===== config.mk =====
export PLATFORM = sky130hd
export DESIGN_NAME = slce_engine
export DESIGN_NICKNAME = d
export VERILOG_FILES = /design/src/slce_pkg.sv /design/src/slce_engine.sv
export SDC_FILE = /design/constraint.sdc
export NUM_CORES = 2
export LEC_CHECK = 0
export BUFFER_PORTS_ARGS = -buffer_cell sky130_fd_sc_hd__buf_4
export CORE_ASPECT_RATIO = 1.75
export CORE_MARGIN = 2
export CORE_UTILIZATION = 63
export DETAILED_ROUTE_END_ITERATION = 10
export GPL_TIMING_DRIVEN = 0
export PLACE_DENSITY_LB_ADDON = 0.08
export SYNTH_ARGS = -nofsm -noshare
export SYNTH_HDL_FRONTEND = slang
export SYNTH_SLANG_ARGS = --single-unit

===== constraint.sdc =====
create_clock -name ref_clk_in -period 8.9 [get_ports ref_clk_in]
set_clock_uncertainty 0.1 [all_clocks]
set_input_delay 1.335 -clock ref_clk_in [delete_from_list [all_inputs] [get_ports ref_clk_in]]
set_output_delay 1.335 -clock ref_clk_in [all_outputs]
set_load 0.01 [all_outputs]

===== src/slce_pkg.sv =====
package slce_pkg;

	localparam int DATA_W = 32;
	localparam int ADDR_W = 8;
	localparam int NUM_CH = 4;

	// Register byte offsets.
	localparam logic [7:0] OFS_MODE = 8'h00;
	localparam logic [7:0] OFS_PLL = 8'h04;
	localparam logic [7:0] OFS_CTRL_CMD = 8'h08;
	localparam logic [7:0] OFS_MAIN_ST = 8'h0C;
	localparam logic [7:0] OFS_MAIN_CLR = 8'h10;
	localparam logic [7:0] OFS_KEY = 8'h14;
	localparam logic [7:0] OFS_TIMEOUT = 8'h18;
	localparam logic [7:0] OFS_STX_MODE = 8'h1C;
	localparam logic [7:0] OFS_STX_BC = 8'h20;
	localparam logic [7:0] OFS_SRX_MODE = 8'h24;
	localparam logic [7:0] OFS_SRX_DS = 8'h28;
	localparam logic [7:0] OFS_SRX_BC = 8'h2C;
	localparam logic [7:0] OFS_SRX_ADDR = 8'h30;
	localparam logic [7:0] OFS_STX_SRC = 8'h34;
	localparam logic [7:0] OFS_SRX_CNT = 8'h38;
	localparam logic [7:0] OFS_CH_BASE = 8'h40;
	localparam logic [7:0] OFS_CH_END = 8'hC0;
	localparam logic [4:0] CH_ADDR = 5'h00;
	localparam logic [4:0] CH_DATA = 5'h04;
	localparam logic [4:0] CH_CMD = 5'h08;
	localparam logic [4:0] CH_ST = 5'h0C;
	localparam logic [4:0] CH_CLR = 5'h10;

	// Field positions.
	localparam int MODE_ROLE = 0;
	localparam int MODE_REFERENCE_CLOCK_PIN_FREQUENCY_SELECT = 1;
	localparam int MODE_GUARD = 2;
	localparam int PLL_STBY = 0;
	localparam int CTRL_TRIG = 8;
	localparam int MS_AUTH = 0;
	localparam int MS_UNLOCK = 1;
	localparam int MS_PING_OK = 2;
	localparam int MS_CTRL_ERR = 3;
	localparam int MS_RX_DONE = 4;
	localparam int MS_RX_OVF = 5;
	localparam int MS_REMOTE_REJ = 6;
	localparam int CS_RDY = 0;
	localparam int CS_BUSY = 1;
	localparam int CS_DVALID = 2;
	localparam int CS_TIMEOUT = 3;
	localparam int CS_REJECT = 4;
	localparam int CS_DONE = 5;
	localparam int CS_NACK = 6;

	// Channel commands and the stream channel.
	localparam logic [2:0] CMD_READ32 = 3'h1;
	localparam logic [2:0] CMD_WRITE32 = 3'h2;
	localparam logic [2:0] CMD_STREAM_TX = 3'h3;
	localparam logic [2:0] CMD_STREAM_RX = 3'h4;
	localparam logic [2:0] WINDOW_LIMIT = 3'h4;
	localparam logic [1:0] STREAM_CH = 2'h2;

	// Frame codes carried on the link.
	localparam logic [3:0] F_PING = 4'h1;
	localparam logic [3:0] F_PING_ACK = 4'h2;
	localparam logic [3:0] F_WR = 4'h3;
	localparam logic [3:0] F_WR_ACK = 4'h4;
	localparam logic [3:0] F_RD = 4'h5;
	localparam logic [3:0] F_RD_RESP = 4'h6;
	localparam logic [3:0] F_ST = 4'h7;
	localparam logic [3:0] F_ST_ACK = 4'h8;
	localparam logic [3:0] F_NACK = 4'h9;
	localparam logic [6:0] FRAME_BITS = 7'h46;
	localparam logic [6:0] FRAME_LAST = 7'h01;

	localparam logic [7:0] PING_PAYLOAD = 8'h00;
	localparam logic [31:0] AUTH_KEY_ADDR = 32'hFFFF_FF00;
	localparam logic [31:0] PAY128_BYTES = 32'h0000_0010;
	localparam logic [31:0] PAY256_BYTES = 32'h0000_0020;
	localparam logic [31:0] TIMEOUT_RST = 32'h0000_0400;
	localparam logic [31:0] ONE32 = 32'h0000_0001;
	localparam logic [1:0] RESP_OKAY = 2'h0;
	localparam logic [1:0] RESP_SLVERR = 2'h2;

	// Reference clock output divider.
	localparam int CLK_HZ = 40000000;
	localparam int REF10_HZ = 10000000;
	localparam int REF20_HZ = 20000000;
	localparam logic [1:0] HALF10 = 2'(CLK_HZ / (2 * REF10_HZ) - 1);
	localparam logic [1:0] HALF20 = 2'(CLK_HZ / (2 * REF20_HZ) - 1);

	typedef enum logic [1:0] {SLCE_CH_IDLE, SLCE_CH_QUEUED, SLCE_CH_WAIT} slce_ch_phase_t;

	typedef struct packed {
		slce_ch_phase_t phase;
		logic [2:0] cmd;
		logic [31:0] addr;
		logic [31:0] data;
		logic [31:0] timer;
		logic [31:0] left;
		logic [31:0] offset;
		logic [6:0] st;
	} slce_ch_t;

	typedef struct packed {
		logic awready, wready, aw_got, w_got, bvalid, arready, rvalid;
		logic [1:0] bresp, rresp;
		logic [7:0] aw_addr;
		logic [31:0] w_data, rdata;
		logic [3:0] w_strb;
		logic [2:0] mode;
		logic pll_stby, ctrl_trig, unlocked, srx_armed;
		logic [7:0] ctrl_payload;
		logic [6:0] main_st;
		logic [31:0] key, timeout, stx_bc, srx_ds, srx_bc, srx_addr, stx_src, srx_cnt;
		logic stx_size, srx_size;
		logic [NUM_CH-1:0][31:0] mbox;
		slce_ch_t [NUM_CH-1:0] ch;
		logic lclk_s1, lclk_s2, lclk_s3, rxd_s1, rxd_s2;
		logic tx_busy, txd, rx_busy;
		logic [69:0] tx_sh, rx_sh;
		logic [6:0] tx_cnt, rx_cnt;
		logic resp_pend;
		logic [3:0] resp_code;
		logic [1:0] resp_chan;
		logic [31:0] resp_arg0, resp_arg1;
		logic [1:0] ref_div;
		logic reference_clock_pin, reference_clock_pin_oe;
	} slce_state_t;

endpackage

===== src/slce_engine.sv =====
// Overview of operation
// - Remote access guard disabled after reset.
// - Programmable reply timeout fails waiting commands.
// - Stream transmit payload 128/256, byte count.
// - Stream receive payload, destination size, count.
// - Control trigger flag held until sent.
// - Status bits cleared via separate clear registers.
// - Control payload zero with trigger sends ping.
// - Valid received key sets authentication flag.
// - Transport commands need completed authentication first.
// - Four channels; windows four and above invalid.
// - Ready flag set once read sent.
// - Data-valid flag marks returned read data.
// - Reference clock 10/20 MHz, role select.
// - Standby bit holds link; clearing activates.
module slce_engine (
	input wire logic ref_clk_in,
	input wire logic rstn_in,
	input wire logic [7:0] s_axi_awaddr_in,
	input wire logic s_axi_awvalid_in,
	output logic s_axi_awready_out,
	input wire logic [31:0] s_axi_wdata_in,
	input wire logic [3:0] s_axi_wstrb_in,
	input wire logic s_axi_wvalid_in,
	output logic s_axi_wready_out,
	output logic [1:0] s_axi_bresp_out,
	output logic s_axi_bvalid_out,
	input wire logic s_axi_bready_in,
	input wire logic [7:0] s_axi_araddr_in,
	input wire logic s_axi_arvalid_in,
	output logic s_axi_arready_out,
	output logic [31:0] s_axi_rdata_out,
	output logic [1:0] s_axi_rresp_out,
	output logic s_axi_rvalid_out,
	input wire logic s_axi_rready_in,
	input wire logic link_clk_in,
	input wire logic link_rxd_in,
	output logic link_txd_out,
	output logic reference_clock_pin_out,
	output logic reference_clock_pin_oe_out
);

	slce_pkg::slce_state_t s;
	slce_pkg::slce_state_t next_s;

	function automatic logic [31:0] merge(input logic [31:0] old, input logic [31:0] wd,
		input logic [3:0] be);
		logic [31:0] r;
		r = old;
		for (int b = 0; b < 4; b++)
		begin
			if (be[b])
				r[b*8 +: 8] = wd[b*8 +: 8];
		end
		return r;
	endfunction

	always_comb
	begin
		logic [7:0] wa;
		logic [7:0] ra;
		logic [7:0] co;
		logic [1:0] ci;
		logic [31:0] wv;
		logic [31:0] rv;
		logic [1:0] rr;
		logic rise;
		logic fall;
		logic done;
		logic found;
		logic [69:0] fr;
		logic [3:0] code;
		logic [1:0] chan;
		logic [31:0] arg0;
		logic [31:0] arg1;
		logic [31:0] txb;
		logic [31:0] rxb;
		logic [31:0] cnt;
		logic blocked;
		next_s = s;
		wa = {s.aw_addr[7:2], 2'b00};
		ra = {s_axi_araddr_in[7:2], 2'b00};
		co = 8'h00;
		ci = 2'h0;
		wv = merge(32'h0000_0000, s.w_data, s.w_strb);
		rv = 32'h0000_0000;
		rr = slce_pkg::RESP_OKAY;
		done = 1'b0;
		found = 1'b0;
		fr = {s.rx_sh[68:0], s.rxd_s2};
		code = fr[69:66];
		chan = fr[65:64];
		arg0 = fr[63:32];
		arg1 = fr[31:0];
		txb = s.stx_size ? slce_pkg::PAY256_BYTES : slce_pkg::PAY128_BYTES;
		rxb = s.srx_size ? slce_pkg::PAY256_BYTES : slce_pkg::PAY128_BYTES;
		cnt = s.srx_cnt + rxb;
		blocked = ~s.unlocked | s.mode[slce_pkg::MODE_GUARD];

		// The second and third stages of the link clock synchroniser feed the edge detectors.
		next_s.lclk_s1 = link_clk_in;
		next_s.lclk_s2 = s.lclk_s1;
		next_s.lclk_s3 = s.lclk_s2;
		next_s.rxd_s1 = link_rxd_in;
		next_s.rxd_s2 = s.rxd_s1;
		rise = s.lclk_s2 & ~s.lclk_s3 & ~s.pll_stby;
		fall = ~s.lclk_s2 & s.lclk_s3 & ~s.pll_stby;

		// Register write: address and data may arrive in either order.
		if (s.awready && s_axi_awvalid_in)
		begin
			next_s.aw_got = 1'b1;
			next_s.aw_addr = s_axi_awaddr_in;
		end
		if (s.wready && s_axi_wvalid_in)
		begin
			next_s.w_got = 1'b1;
			next_s.w_data = s_axi_wdata_in;
			next_s.w_strb = s_axi_wstrb_in;
		end
		if (s.bvalid && s_axi_bready_in)
			next_s.bvalid = 1'b0;
		if (s.aw_got && s.w_got && !s.bvalid)
		begin
			next_s.aw_got = 1'b0;
			next_s.w_got = 1'b0;
			next_s.bvalid = 1'b1;
			next_s.bresp = slce_pkg::RESP_OKAY;
			co = wa - slce_pkg::OFS_CH_BASE;
			ci = co[6:5];
			if (wa >= slce_pkg::OFS_CH_BASE && wa < slce_pkg::OFS_CH_END)
			begin
				unique case (co[4:0])
					slce_pkg::CH_ADDR: next_s.ch[ci].addr = merge(s.ch[ci].addr, s.w_data, s.w_strb);
					slce_pkg::CH_DATA: next_s.ch[ci].data = merge(s.ch[ci].data, s.w_data, s.w_strb);
					slce_pkg::CH_CLR: next_s.ch[ci].st = s.ch[ci].st & ~wv[6:0];
					slce_pkg::CH_CMD:
					begin
						if (s.ch[ci].phase != slce_pkg::SLCE_CH_IDLE)
							next_s.ch[ci].st[slce_pkg::CS_REJECT] = 1'b1;
						else if (wv[6:4] >= slce_pkg::WINDOW_LIMIT
							|| wv[2:0] == 3'h0 || wv[2:0] > slce_pkg::CMD_STREAM_RX
							|| (wv[2:0] >= slce_pkg::CMD_STREAM_TX && ci != slce_pkg::STREAM_CH)
							|| (!s.unlocked && !(wv[2:0] == slce_pkg::CMD_WRITE32
							&& s.ch[ci].addr == slce_pkg::AUTH_KEY_ADDR)))
							next_s.ch[ci].st[slce_pkg::CS_REJECT] = 1'b1;
						else
						begin
							next_s.ch[ci].cmd = wv[2:0];
							next_s.ch[ci].timer = 32'h0000_0000;
							next_s.ch[ci].offset = 32'h0000_0000;
							next_s.ch[ci].left = s.stx_bc;
							next_s.ch[ci].phase = slce_pkg::SLCE_CH_QUEUED;
							if (wv[2:0] == slce_pkg::CMD_STREAM_RX)
							begin
								next_s.ch[ci].phase = slce_pkg::SLCE_CH_WAIT;
								next_s.srx_armed = 1'b1;
								next_s.srx_cnt = 32'h0000_0000;
							end
						end
					end
					default: next_s.bresp = slce_pkg::RESP_SLVERR;
				endcase
			end
			else
			begin
				unique case (wa)
					slce_pkg::OFS_MODE: next_s.mode = wv[2:0] | (s.mode & ~{3{s.w_strb[0]}});
					slce_pkg::OFS_PLL: next_s.pll_stby = s.w_strb[0] ? wv[0] : s.pll_stby;
					slce_pkg::OFS_CTRL_CMD:
					begin
						// A trigger while one is still pending is dropped.
						if (!s.ctrl_trig && wv[slce_pkg::CTRL_TRIG])
						begin
							next_s.ctrl_payload = wv[7:0];
							if (wv[7:0] == slce_pkg::PING_PAYLOAD)
								next_s.ctrl_trig = 1'b1;
							else
								next_s.main_st[slce_pkg::MS_CTRL_ERR] = 1'b1;
						end
					end
					slce_pkg::OFS_MAIN_CLR: next_s.main_st = s.main_st & ~wv[6:0];
					slce_pkg::OFS_KEY: next_s.key = merge(s.key, s.w_data, s.w_strb);
					slce_pkg::OFS_TIMEOUT: next_s.timeout = merge(s.timeout, s.w_data, s.w_strb);
					slce_pkg::OFS_STX_MODE: next_s.stx_size = s.w_strb[0] ? wv[0] : s.stx_size;
					slce_pkg::OFS_STX_BC: next_s.stx_bc = merge(s.stx_bc, s.w_data, s.w_strb);
					slce_pkg::OFS_SRX_MODE: next_s.srx_size = s.w_strb[0] ? wv[0] : s.srx_size;
					slce_pkg::OFS_SRX_DS: next_s.srx_ds = merge(s.srx_ds, s.w_data, s.w_strb);
					slce_pkg::OFS_SRX_BC: next_s.srx_bc = merge(s.srx_bc, s.w_data, s.w_strb);
					slce_pkg::OFS_SRX_ADDR: next_s.srx_addr = merge(s.srx_addr, s.w_data, s.w_strb);
					slce_pkg::OFS_STX_SRC: next_s.stx_src = merge(s.stx_src, s.w_data, s.w_strb);
					default: next_s.bresp = slce_pkg::RESP_SLVERR;
				endcase
			end
		end
		next_s.awready = ~next_s.aw_got;
		next_s.wready = ~next_s.w_got;

		// Register read.
		co = ra - slce_pkg::OFS_CH_BASE;
		if (ra >= slce_pkg::OFS_CH_BASE && ra < slce_pkg::OFS_CH_END)
		begin
			unique case (co[4:0])
				slce_pkg::CH_ADDR: rv = s.ch[co[6:5]].addr;
				slce_pkg::CH_DATA: rv = s.ch[co[6:5]].data;
				slce_pkg::CH_CMD: rv = {29'h0000_0000, s.ch[co[6:5]].cmd};
				slce_pkg::CH_ST:
				begin
					rv = {25'h000_0000, s.ch[co[6:5]].st};
					rv[slce_pkg::CS_BUSY] = s.ch[co[6:5]].phase != slce_pkg::SLCE_CH_IDLE;
				end
				slce_pkg::CH_CLR: rv = 32'h0000_0000;
				default: rr = slce_pkg::RESP_SLVERR;
			endcase
		end
		else
		begin
			unique case (ra)
				slce_pkg::OFS_MODE: rv = {29'h0000_0000, s.mode};
				slce_pkg::OFS_PLL: rv = {31'h0000_0000, s.pll_stby};
				slce_pkg::OFS_CTRL_CMD: rv = {23'h00_0000, s.ctrl_trig, s.ctrl_payload};
				slce_pkg::OFS_MAIN_ST:
				begin
					rv = {25'h000_0000, s.main_st};
					rv[slce_pkg::MS_UNLOCK] = s.unlocked;
				end
				slce_pkg::OFS_MAIN_CLR: rv = 32'h0000_0000;
				slce_pkg::OFS_KEY: rv = s.key;
				slce_pkg::OFS_TIMEOUT: rv = s.timeout;
				slce_pkg::OFS_STX_MODE: rv = {31'h0000_0000, s.stx_size};
				slce_pkg::OFS_STX_BC: rv = s.stx_bc;
				slce_pkg::OFS_SRX_MODE: rv = {31'h0000_0000, s.srx_size};
				slce_pkg::OFS_SRX_DS: rv = s.srx_ds;
				slce_pkg::OFS_SRX_BC: rv = s.srx_bc;
				slce_pkg::OFS_SRX_ADDR: rv = s.srx_addr;
				slce_pkg::OFS_STX_SRC: rv = s.stx_src;
				slce_pkg::OFS_SRX_CNT: rv = s.srx_cnt;
				default: rr = slce_pkg::RESP_SLVERR;
			endcase
		end
		if (s.rvalid && s_axi_rready_in)
			next_s.rvalid = 1'b0;
		if (s.arready && s_axi_arvalid_in)
		begin
			next_s.rvalid = 1'b1;
			next_s.rdata = rv;
			next_s.rresp = rr;
		end
		next_s.arready = ~next_s.rvalid;

		// Reply timers; a stream receive waits on the partner's data instead.
		for (int i = 0; i < slce_pkg::NUM_CH; i++)
		begin
			if (s.ch[i].phase == slce_pkg::SLCE_CH_WAIT && s.ch[i].cmd != slce_pkg::CMD_STREAM_RX)
			begin
				next_s.ch[i].timer = s.ch[i].timer + slce_pkg::ONE32;
				if (s.timeout != 32'h0000_0000 && s.ch[i].timer >= s.timeout)
				begin
					next_s.ch[i].phase = slce_pkg::SLCE_CH_IDLE;
					next_s.ch[i].st[slce_pkg::CS_TIMEOUT] = 1'b1;
				end
			end
		end

		// Transmitter: start bit, then code, channel and two words, MSB first.
		if (fall)
		begin
			if (s.tx_busy && s.tx_cnt != 7'h00)
			begin
				next_s.txd = s.tx_sh[69];
				next_s.tx_sh = {s.tx_sh[68:0], 1'b0};
				next_s.tx_cnt = s.tx_cnt - slce_pkg::FRAME_LAST;
			end
			else if (s.tx_busy)
			begin
				next_s.txd = 1'b0;
				next_s.tx_busy = 1'b0;
			end
			else
			begin
				next_s.tx_cnt = slce_pkg::FRAME_BITS;
				if (s.resp_pend)
				begin
					found = 1'b1;
					next_s.resp_pend = 1'b0;
					next_s.tx_sh = {s.resp_code, s.resp_chan, s.resp_arg0, s.resp_arg1};
				end
				else if (s.ctrl_trig)
				begin
					found = 1'b1;
					next_s.ctrl_trig = 1'b0;
					next_s.tx_sh = {slce_pkg::F_PING, 2'h0, 32'h0000_0000, 32'h0000_0000};
				end
				for (int i = 0; i < slce_pkg::NUM_CH; i++)
				begin
					if (!found && s.ch[i].phase == slce_pkg::SLCE_CH_QUEUED)
					begin
						found = 1'b1;
						next_s.ch[i].phase = slce_pkg::SLCE_CH_WAIT;
						next_s.ch[i].timer = 32'h0000_0000;
						next_s.ch[i].st[slce_pkg::CS_RDY] = 1'b1;
						unique case (s.ch[i].cmd)
							slce_pkg::CMD_READ32:
								next_s.tx_sh = {slce_pkg::F_RD, 2'(i), s.ch[i].addr, 32'h0000_0000};
							slce_pkg::CMD_WRITE32:
								next_s.tx_sh = {slce_pkg::F_WR, 2'(i), s.ch[i].addr, s.ch[i].data};
							default:
								next_s.tx_sh = {slce_pkg::F_ST, 2'(i), s.ch[i].addr + s.ch[i].offset,
									s.stx_src + s.ch[i].offset};
						endcase
					end
				end
				next_s.tx_busy = found;
				next_s.txd = found;
			end
		end

		// Receiver.
		if (rise)
		begin
			if (!s.rx_busy)
			begin
				next_s.rx_busy = s.rxd_s2;
				next_s.rx_cnt = slce_pkg::FRAME_BITS;
			end
			else
			begin
				next_s.rx_sh = fr;
				next_s.rx_cnt = s.rx_cnt - slce_pkg::FRAME_LAST;
				if (s.rx_cnt == slce_pkg::FRAME_LAST)
				begin
					next_s.rx_busy = 1'b0;
					done = 1'b1;
				end
			end
		end
		if (done)
		begin
			next_s.resp_chan = chan;
			next_s.resp_arg0 = arg0;
			next_s.resp_arg1 = 32'h0000_0000;
			next_s.resp_code = slce_pkg::F_NACK;
			unique case (code)
				slce_pkg::F_PING:
				begin
					next_s.resp_pend = 1'b1;
					next_s.resp_code = slce_pkg::F_PING_ACK;
				end
				slce_pkg::F_PING_ACK: next_s.main_st[slce_pkg::MS_PING_OK] = 1'b1;
				slce_pkg::F_WR, slce_pkg::F_RD:
				begin
					next_s.resp_pend = 1'b1;
					if (code == slce_pkg::F_WR && arg0 == slce_pkg::AUTH_KEY_ADDR)
					begin
						if (arg1 == s.key)
						begin
							next_s.main_st[slce_pkg::MS_AUTH] = 1'b1;
							next_s.unlocked = 1'b1;
							next_s.resp_code = slce_pkg::F_WR_ACK;
						end
					end
					else if (blocked)
						next_s.main_st[slce_pkg::MS_REMOTE_REJ] = 1'b1;
					else if (code == slce_pkg::F_WR)
					begin
						next_s.mbox[chan] = arg1;
						next_s.resp_code = slce_pkg::F_WR_ACK;
					end
					else
					begin
						next_s.resp_arg1 = s.mbox[chan];
						next_s.resp_code = slce_pkg::F_RD_RESP;
					end
				end
				slce_pkg::F_ST:
				begin
					next_s.resp_pend = 1'b1;
					if (s.srx_armed && !blocked)
					begin
						if (cnt > s.srx_ds)
						begin
							next_s.main_st[slce_pkg::MS_RX_OVF] = 1'b1;
							next_s.srx_armed = 1'b0;
							next_s.ch[slce_pkg::STREAM_CH].phase = slce_pkg::SLCE_CH_IDLE;
							next_s.ch[slce_pkg::STREAM_CH].st[slce_pkg::CS_NACK] = 1'b1;
						end
						else
						begin
							next_s.srx_cnt = cnt;
							next_s.ch[slce_pkg::STREAM_CH].data = arg1;
							next_s.resp_code = slce_pkg::F_ST_ACK;
							if (cnt >= s.srx_bc)
							begin
								next_s.main_st[slce_pkg::MS_RX_DONE] = 1'b1;
								next_s.srx_armed = 1'b0;
								next_s.ch[slce_pkg::STREAM_CH].phase = slce_pkg::SLCE_CH_IDLE;
								next_s.ch[slce_pkg::STREAM_CH].st[slce_pkg::CS_DONE] = 1'b1;
							end
						end
					end
				end
				default:
				begin
					// Replies close the waiting command of the channel they name; a stream ack with bytes left queues the next chunk instead.
					if (s.ch[chan].phase == slce_pkg::SLCE_CH_WAIT
						&& s.ch[chan].cmd != slce_pkg::CMD_STREAM_RX)
					begin
						next_s.ch[chan].phase = slce_pkg::SLCE_CH_IDLE;
						next_s.ch[chan].st[slce_pkg::CS_DONE] = 1'b1;
						if (code == slce_pkg::F_RD_RESP)
						begin
							next_s.ch[chan].data = arg1;
							next_s.ch[chan].st[slce_pkg::CS_DVALID] = 1'b1;
						end
						else if (code == slce_pkg::F_WR_ACK && s.ch[chan].addr == slce_pkg::AUTH_KEY_ADDR)
							next_s.unlocked = 1'b1;
						else if (code == slce_pkg::F_ST_ACK && s.ch[chan].left > txb)
						begin
							next_s.ch[chan].left = s.ch[chan].left - txb;
							next_s.ch[chan].offset = s.ch[chan].offset + txb;
							next_s.ch[chan].phase = slce_pkg::SLCE_CH_QUEUED;
							next_s.ch[chan].st[slce_pkg::CS_DONE] = 1'b0;
						end
						else if (code != slce_pkg::F_WR_ACK && code != slce_pkg::F_ST_ACK)
						begin
							next_s.ch[chan].st[slce_pkg::CS_DONE] = 1'b0;
							next_s.ch[chan].st[slce_pkg::CS_NACK] = 1'b1;
						end
					end
				end
			endcase
		end

		// Reference clock is driven only by the master and never in standby.
		next_s.reference_clock_pin_oe = s.mode[slce_pkg::MODE_ROLE] & ~s.pll_stby;
		if (!next_s.reference_clock_pin_oe)
		begin
			next_s.reference_clock_pin = 1'b0;
			next_s.ref_div = 2'h0;
		end
		else if (s.ref_div >= (s.mode[slce_pkg::MODE_REFERENCE_CLOCK_PIN_FREQUENCY_SELECT] ? slce_pkg::HALF20 : slce_pkg::HALF10))
		begin
			next_s.ref_div = 2'h0;
			next_s.reference_clock_pin = ~s.reference_clock_pin;
		end
		else
			next_s.ref_div = s.ref_div + 2'h1;
	end

	always_ff @(posedge ref_clk_in)
	begin
		if (!rstn_in)
		begin
			s <= '0;
			s.awready <= 1'b1;
			s.wready <= 1'b1;
			s.arready <= 1'b1;
			s.pll_stby <= 1'b1;
			s.mode <= 3'h0;
			s.timeout <= slce_pkg::TIMEOUT_RST;
		end
		else
			s <= next_s;
	end

	assign s_axi_awready_out = s.awready;
	assign s_axi_wready_out = s.wready;
	assign s_axi_bresp_out = s.bresp;
	assign s_axi_bvalid_out = s.bvalid;
	assign s_axi_arready_out = s.arready;
	assign s_axi_rdata_out = s.rdata;
	assign s_axi_rresp_out = s.rresp;
	assign s_axi_rvalid_out = s.rvalid;
	assign link_txd_out = s.txd;
	assign reference_clock_pin_out = s.reference_clock_pin;
	assign reference_clock_pin_oe_out = s.reference_clock_pin_oe;

endmodule


==> metrics, run 1 <==
GRT Util Overall=84.9%; clk buf depth=3; Synth Register Bits=1410; Synth Instances=10300; Async SR Flop Fraction=0%; Mapped Avg Cell Area=8.24 um^2; first-pass GRT wire length=879000 um; Root Driver=clkbuf_16; Placed Area=88500 um^2; Num CTS Buffers=134; Initial Utilization=63.5%; Post-Syn Area=85200 um^2; detailed placer's ending HPWL=389000 um; vias in the first global route=107000; Sink Count=1410; Netlist cell types=102; yosys warns=0; grt total ovfl=5419; largest net degree at the start of global routing=18; ys flop type=dfxtp_1; stopping stage=global routing (5_1_grt); number of synthesized flops with an enable pin=0; Die H=491 um; worst slack at placement=-0.116 ns; post-CTS setup buffer count=0; I/O pins=105; Seq/Total Area, Yosys=33.1%; Core Rows=178; chip width=282 um; Run Error=[ERROR GRT-0116] Global routing finished with congestion. Check the congestion regions in the DRC Viewer.; IO Port Bufs=97; status=aborted with a tool error; GPL Wtd Cong=1.44; htree depth=4
[kinds of logic after synthesis]
| kind of cell | share of synthesized area, % |
|---|---|
| flip-flops | 33.1 |
| AO/OA/AOI/OAI | 22.2 |
| AND/OR/NAND/NOR | 19.5 |
| buffers and inverters | 4.59 |
| multiplexers | 9.99 |
| adder cells (fa/ha/maj) | 6.98 |
| XOR/XNOR | 3.61 |
| other | 0.00440 |
[cells in the mapped netlist (all sizes together) (173+ instances only)]
cell type | instances | area share, %
mux2i | 314 | 3.7
dfxtp | 1410 | 33
nand3 | 319 | 1.9
nand2 | 1343 | 5.9
inv | 203 | 0.89
nor2 | 1172 | 5.2
xnor2 | 173 | 1.8
xor2 | 178 | 1.8
clkbuf | 588 | 2.6
a21o | 189 | 1.7
a211oi | 324 | 2.9
mux4 | 233 | 6.2
ha | 457 | 6.7
a21oi | 1020 | 6.0
o21ai | 364 | 2.1
[layer usage]
metal	track usage [%]	GRT overflow
met5	39.7	13
met4	90.5	1426
met3	65.6	97
met2	107	3812
met1	79.5	71
[timing repair]
item,in CTS
endpoints found under the setup margin,13
cloned,0
gates resized for setup,1
hold buffers,0
[through the flow]
| step | instances | setup TNS [ns] | util (%) |
|---|---|---|---|
| after floorplan | 10300 | 0 | - |
| after global placement | 12200 | -28.62 | 65.7 |
| after detailed placement | 12300 | -0.806 | 65.9 |
| after CTS | 12500 | 0 | 69.5 |
==> inputs of run 2 (changes only) <==
- CORE_ASPECT_RATIO: 1.75 -> not set
- CORE_UTILIZATION: 63 -> 40
- PLACE_DENSITY_LB_ADDON: 0.08 -> 0.15
==> run 2 against run 1 <==
The flow now finishes, with violations (max-capacitance violations, max-slew violations). Synthesized cell count stayed put. Synthesized area stayed put.
==> metrics, run 2 <==
chip width=466 um (was 282 um); Initial Utilization=40.2% (was 63.5%); fin worst setup slack=0.296 ns; reg-to-reg critical path startpoint=s[153]; top cell type's share of synthesized area=33.1% (unchanged); hold-fix buffers at CTS=0 (unchanged); clk buf depth=3 (unchanged); Routed WL per cell=38.9 um; Top reg by flops=s; final design utilization=45.5%; Mapped Avg Cell Area=8.24 um^2 (unchanged); Netlist cell types=102 (unchanged); vias in the first global route=82600; Async SR Flop Fraction=0% (unchanged); IO Port Bufs=97 (unchanged); die area=217000 um^2; Final #Nets=11200; CP Class=reg2reg; worst rel slew slack=-12.4%; Final setup viols=0; Setup TNS=0 ns; most frequent cells in the layout=1410 x dfxtp_1, 1338 x nand2_1, 1166 x nor2_1; Synth area leaders=dfxtp_1 33%, ha_1 6.7%, mux4_2 6.1% (unchanged); grt total ovfl=0; I/O pins=105 (unchanged); post-CTS resize count=0 (was 1); clk slew on worst S/H paths=0.06 ns; initial antenna violation count=94; CP cell instances=buf_2 -> buf_2 -> buf_4 -> buf_4 -> buf_4 -> buf_2 -> clkbuf_2 -> clkbuf_2 -> clkbuf_2 -> mux4_2 -> inv_1 -> ha_1 -> fa_1 -> buf_2 -> a31oi_1 -> nor2_1 -> a31oi_1 -> buf_4 -> nand2_2 -> buf_4 -> nor2_1 -> a22oi_1 -> nand2_1; status=finished with violations (was aborted with a tool error); RSZ-0062 raised after global routing=no; hold_sp=s[2]; met1 Resource Use GR=57.1%; first-pass GRT wire length=709000 um; ys flop type=dfxtp_1 (unchanged); Critical Path RT=9.63 ns; met2 Track Usage GR=66.0%; yosys warns=0 (unchanged); fillers=21200; critical path fanouts, max=10; critical path's top delay family=buffers and inverters; maxcap violations=22; Crit-path slowest cell=clkbuf_2; worst r2r path cells=23; TritonRoute pass-1 iters=8; Worst setup EP type=flop; Layout area overhead=13.1%; Static Leak=34.9 nW; Hold EP=s[2]; Die H=466 um (was 491 um); Tmin final=8.60 ns; most common cell after layout, fill and taps aside=dfxtp_1; Crit path largest cell delay=0.88 ns; Num CTS Buffers=168 (was 134); flop2flop setup slack=0.30 ns; htree depth=4 (unchanged); share of cells above drive strength 1=9.11%; Seq/Total Area, Yosys=33.1% (unchanged); worst slack at placement=0.337 ns (was -0.116 ns); fin. max-slew vios=132; crit path DAT=9.33 ns; top-count cell post-synth=dfxtp_1 (unchanged); Total Wirelength=531000 um; fin area=96400 um^2; Pwr Density=153 nW/um^2; crit-path most repeated cell=buf_4; Post-Syn Area=85200 um^2 (unchanged); leading area contributor after synthesis=dfxtp_1 (unchanged); via count=91600; Hold Crit Class=reg2reg; GPL Wtd Cong=1.13 (was 1.44); final std cells w/o fill=13700; Synth top cells by count=1410 x dfxtp_1, 1338 x nand2_1, 1170 x nor2_1, 1020 x a21oi_1, 588 x clkbuf_1 (unchanged); maximum VDD drop=0.000230 V; final antenna-violating net count=0; core box area=212000 um^2; Synth Instances=10300 (unchanged); Worst Hold Path Cells=1; Worst-Margin Slew=1.69 ns; dpl cells=13300 (was 12300); Core Rows=169 (was 178); final period utilization=96.7%; Root Driver=clkbuf_16 (unchanged); r2r endpoint=s[468]; Sink Count=1410 (unchanged); Clk Latency, worst-skew pair=0.91 ns; detailed placer's ending HPWL=425000 um (was 389000 um); Startpoint Class=flop; Final Hold Violating Endpoints=0; post-CTS setup buffer count=0 (unchanged); via-per-instance ratio=6.70; WP buf/inv=13; Synth Register Bits=1410 (unchanged); largest net degree at the start of global routing=17; Max Clock Freq=116 MHz; TritonCTS clock tree=done; failing checks=max-capacitance violations, max-slew violations; DRC=0; Top Usage Layer GRT=met2; initial DRC count=14300; Placed Area=90100 um^2 (was 88500 um^2); max reg flops=1362; GRT Util Overall=47.4%; number of synthesized flops with an enable pin=0 (unchanged); grt met3 use=19.9%
[run 2: worst max path at each step]
stage | start | end | slack [ns] | cells after the start
after global routing | s[153] | s[468] | 0.37 | 23
final | s[153] | s[468] | 0.30 | 23
after detailed placement | s[153] | s[468] | 0.34 | 23
after global placement | s[153] | s[458] | -0.76 | 23
after floorplan | s[1053] | s[686] | 3.57 | 22
after CTS | s[153] | s[468] | 0.29 | 23
[run 2: cell families after synthesis]
group / count (synthesis) / synth area share, %
simple gates: 3703 / 19.5
mux: 557 / 9.99
fa+ha+maj: 469 / 6.98
compound gates: 2895 / 22.2
flops: 1410 / 33.1
xor+xnor: 351 / 3.61
other cells: 1 / 0.00440
buf+inv: 952 / 4.59
[run 2: per-stage QoR]
stage,power [W],hold WS (ns)
6_report,0.0147,0.324
3_3_place_gp,0.00722,0.301
2_1_floorplan,0.00681,0.291
3_5_place_dp,0.00723,0.312
5_1_grt,0.0149,0.348
4_1_cts,0.0146,0.321
[run 2: layout make-up]
type                    count  area [um^2]  share of cell area (%)
inverters                 206          773                   0.802
multi-input cells        7977        53300                    55.3
clock buffers             236         4840                    5.02
diodes                     73          183                   0.190
flip-flops and latches   1410        28200                    29.3
clock inverters            73         1120                    1.16
repair buffers            133         1180                    1.23
well taps                2821         3530                    3.66
plain buffers             746         3200                    3.32
[run 2: power by group]
group	leakage [nW]	total, W	internal, W	switching, W
clock	2.90	0.00757	0.00434	0.00323
combinational	20.7	0.000786	0.000165	0.000621
sequential	11.4	0.00637	0.00634	0.0000299
[run 2: routing by layer]
metal | vias up | share of wire (%)
met4 | 52 | 9.7
li1 | 38300 | -
met2 | 6514 | 40
met1 | 45000 | 37
met5 | - | 0.15
met3 | 1751 | 13
[run 2: worst register-to-register path: stages, from the launching register on]
cell and delay [ns]:
dfxtp_1 0.30, buf_2 0.30, buf_2 0.42, buf_4 0.38, buf_4 0.31, buf_4 0.27, buf_2 0.41, clkbuf_2 0.71
clkbuf_2 0.86, clkbuf_2 0.89, mux4_2 0.40, inv_1 0.05, ha_1 0.21, fa_1 0.40, buf_2 0.22, a31oi_1 0.23
nor2_1 0.12, a31oi_1 0.39, buf_4 0.38, nand2_2 0.13, buf_4 0.25, nor2_1 0.50, a22oi_1 0.19, nand2_1 0.10
No activity file was read; power rests on OpenSTA's default activity.
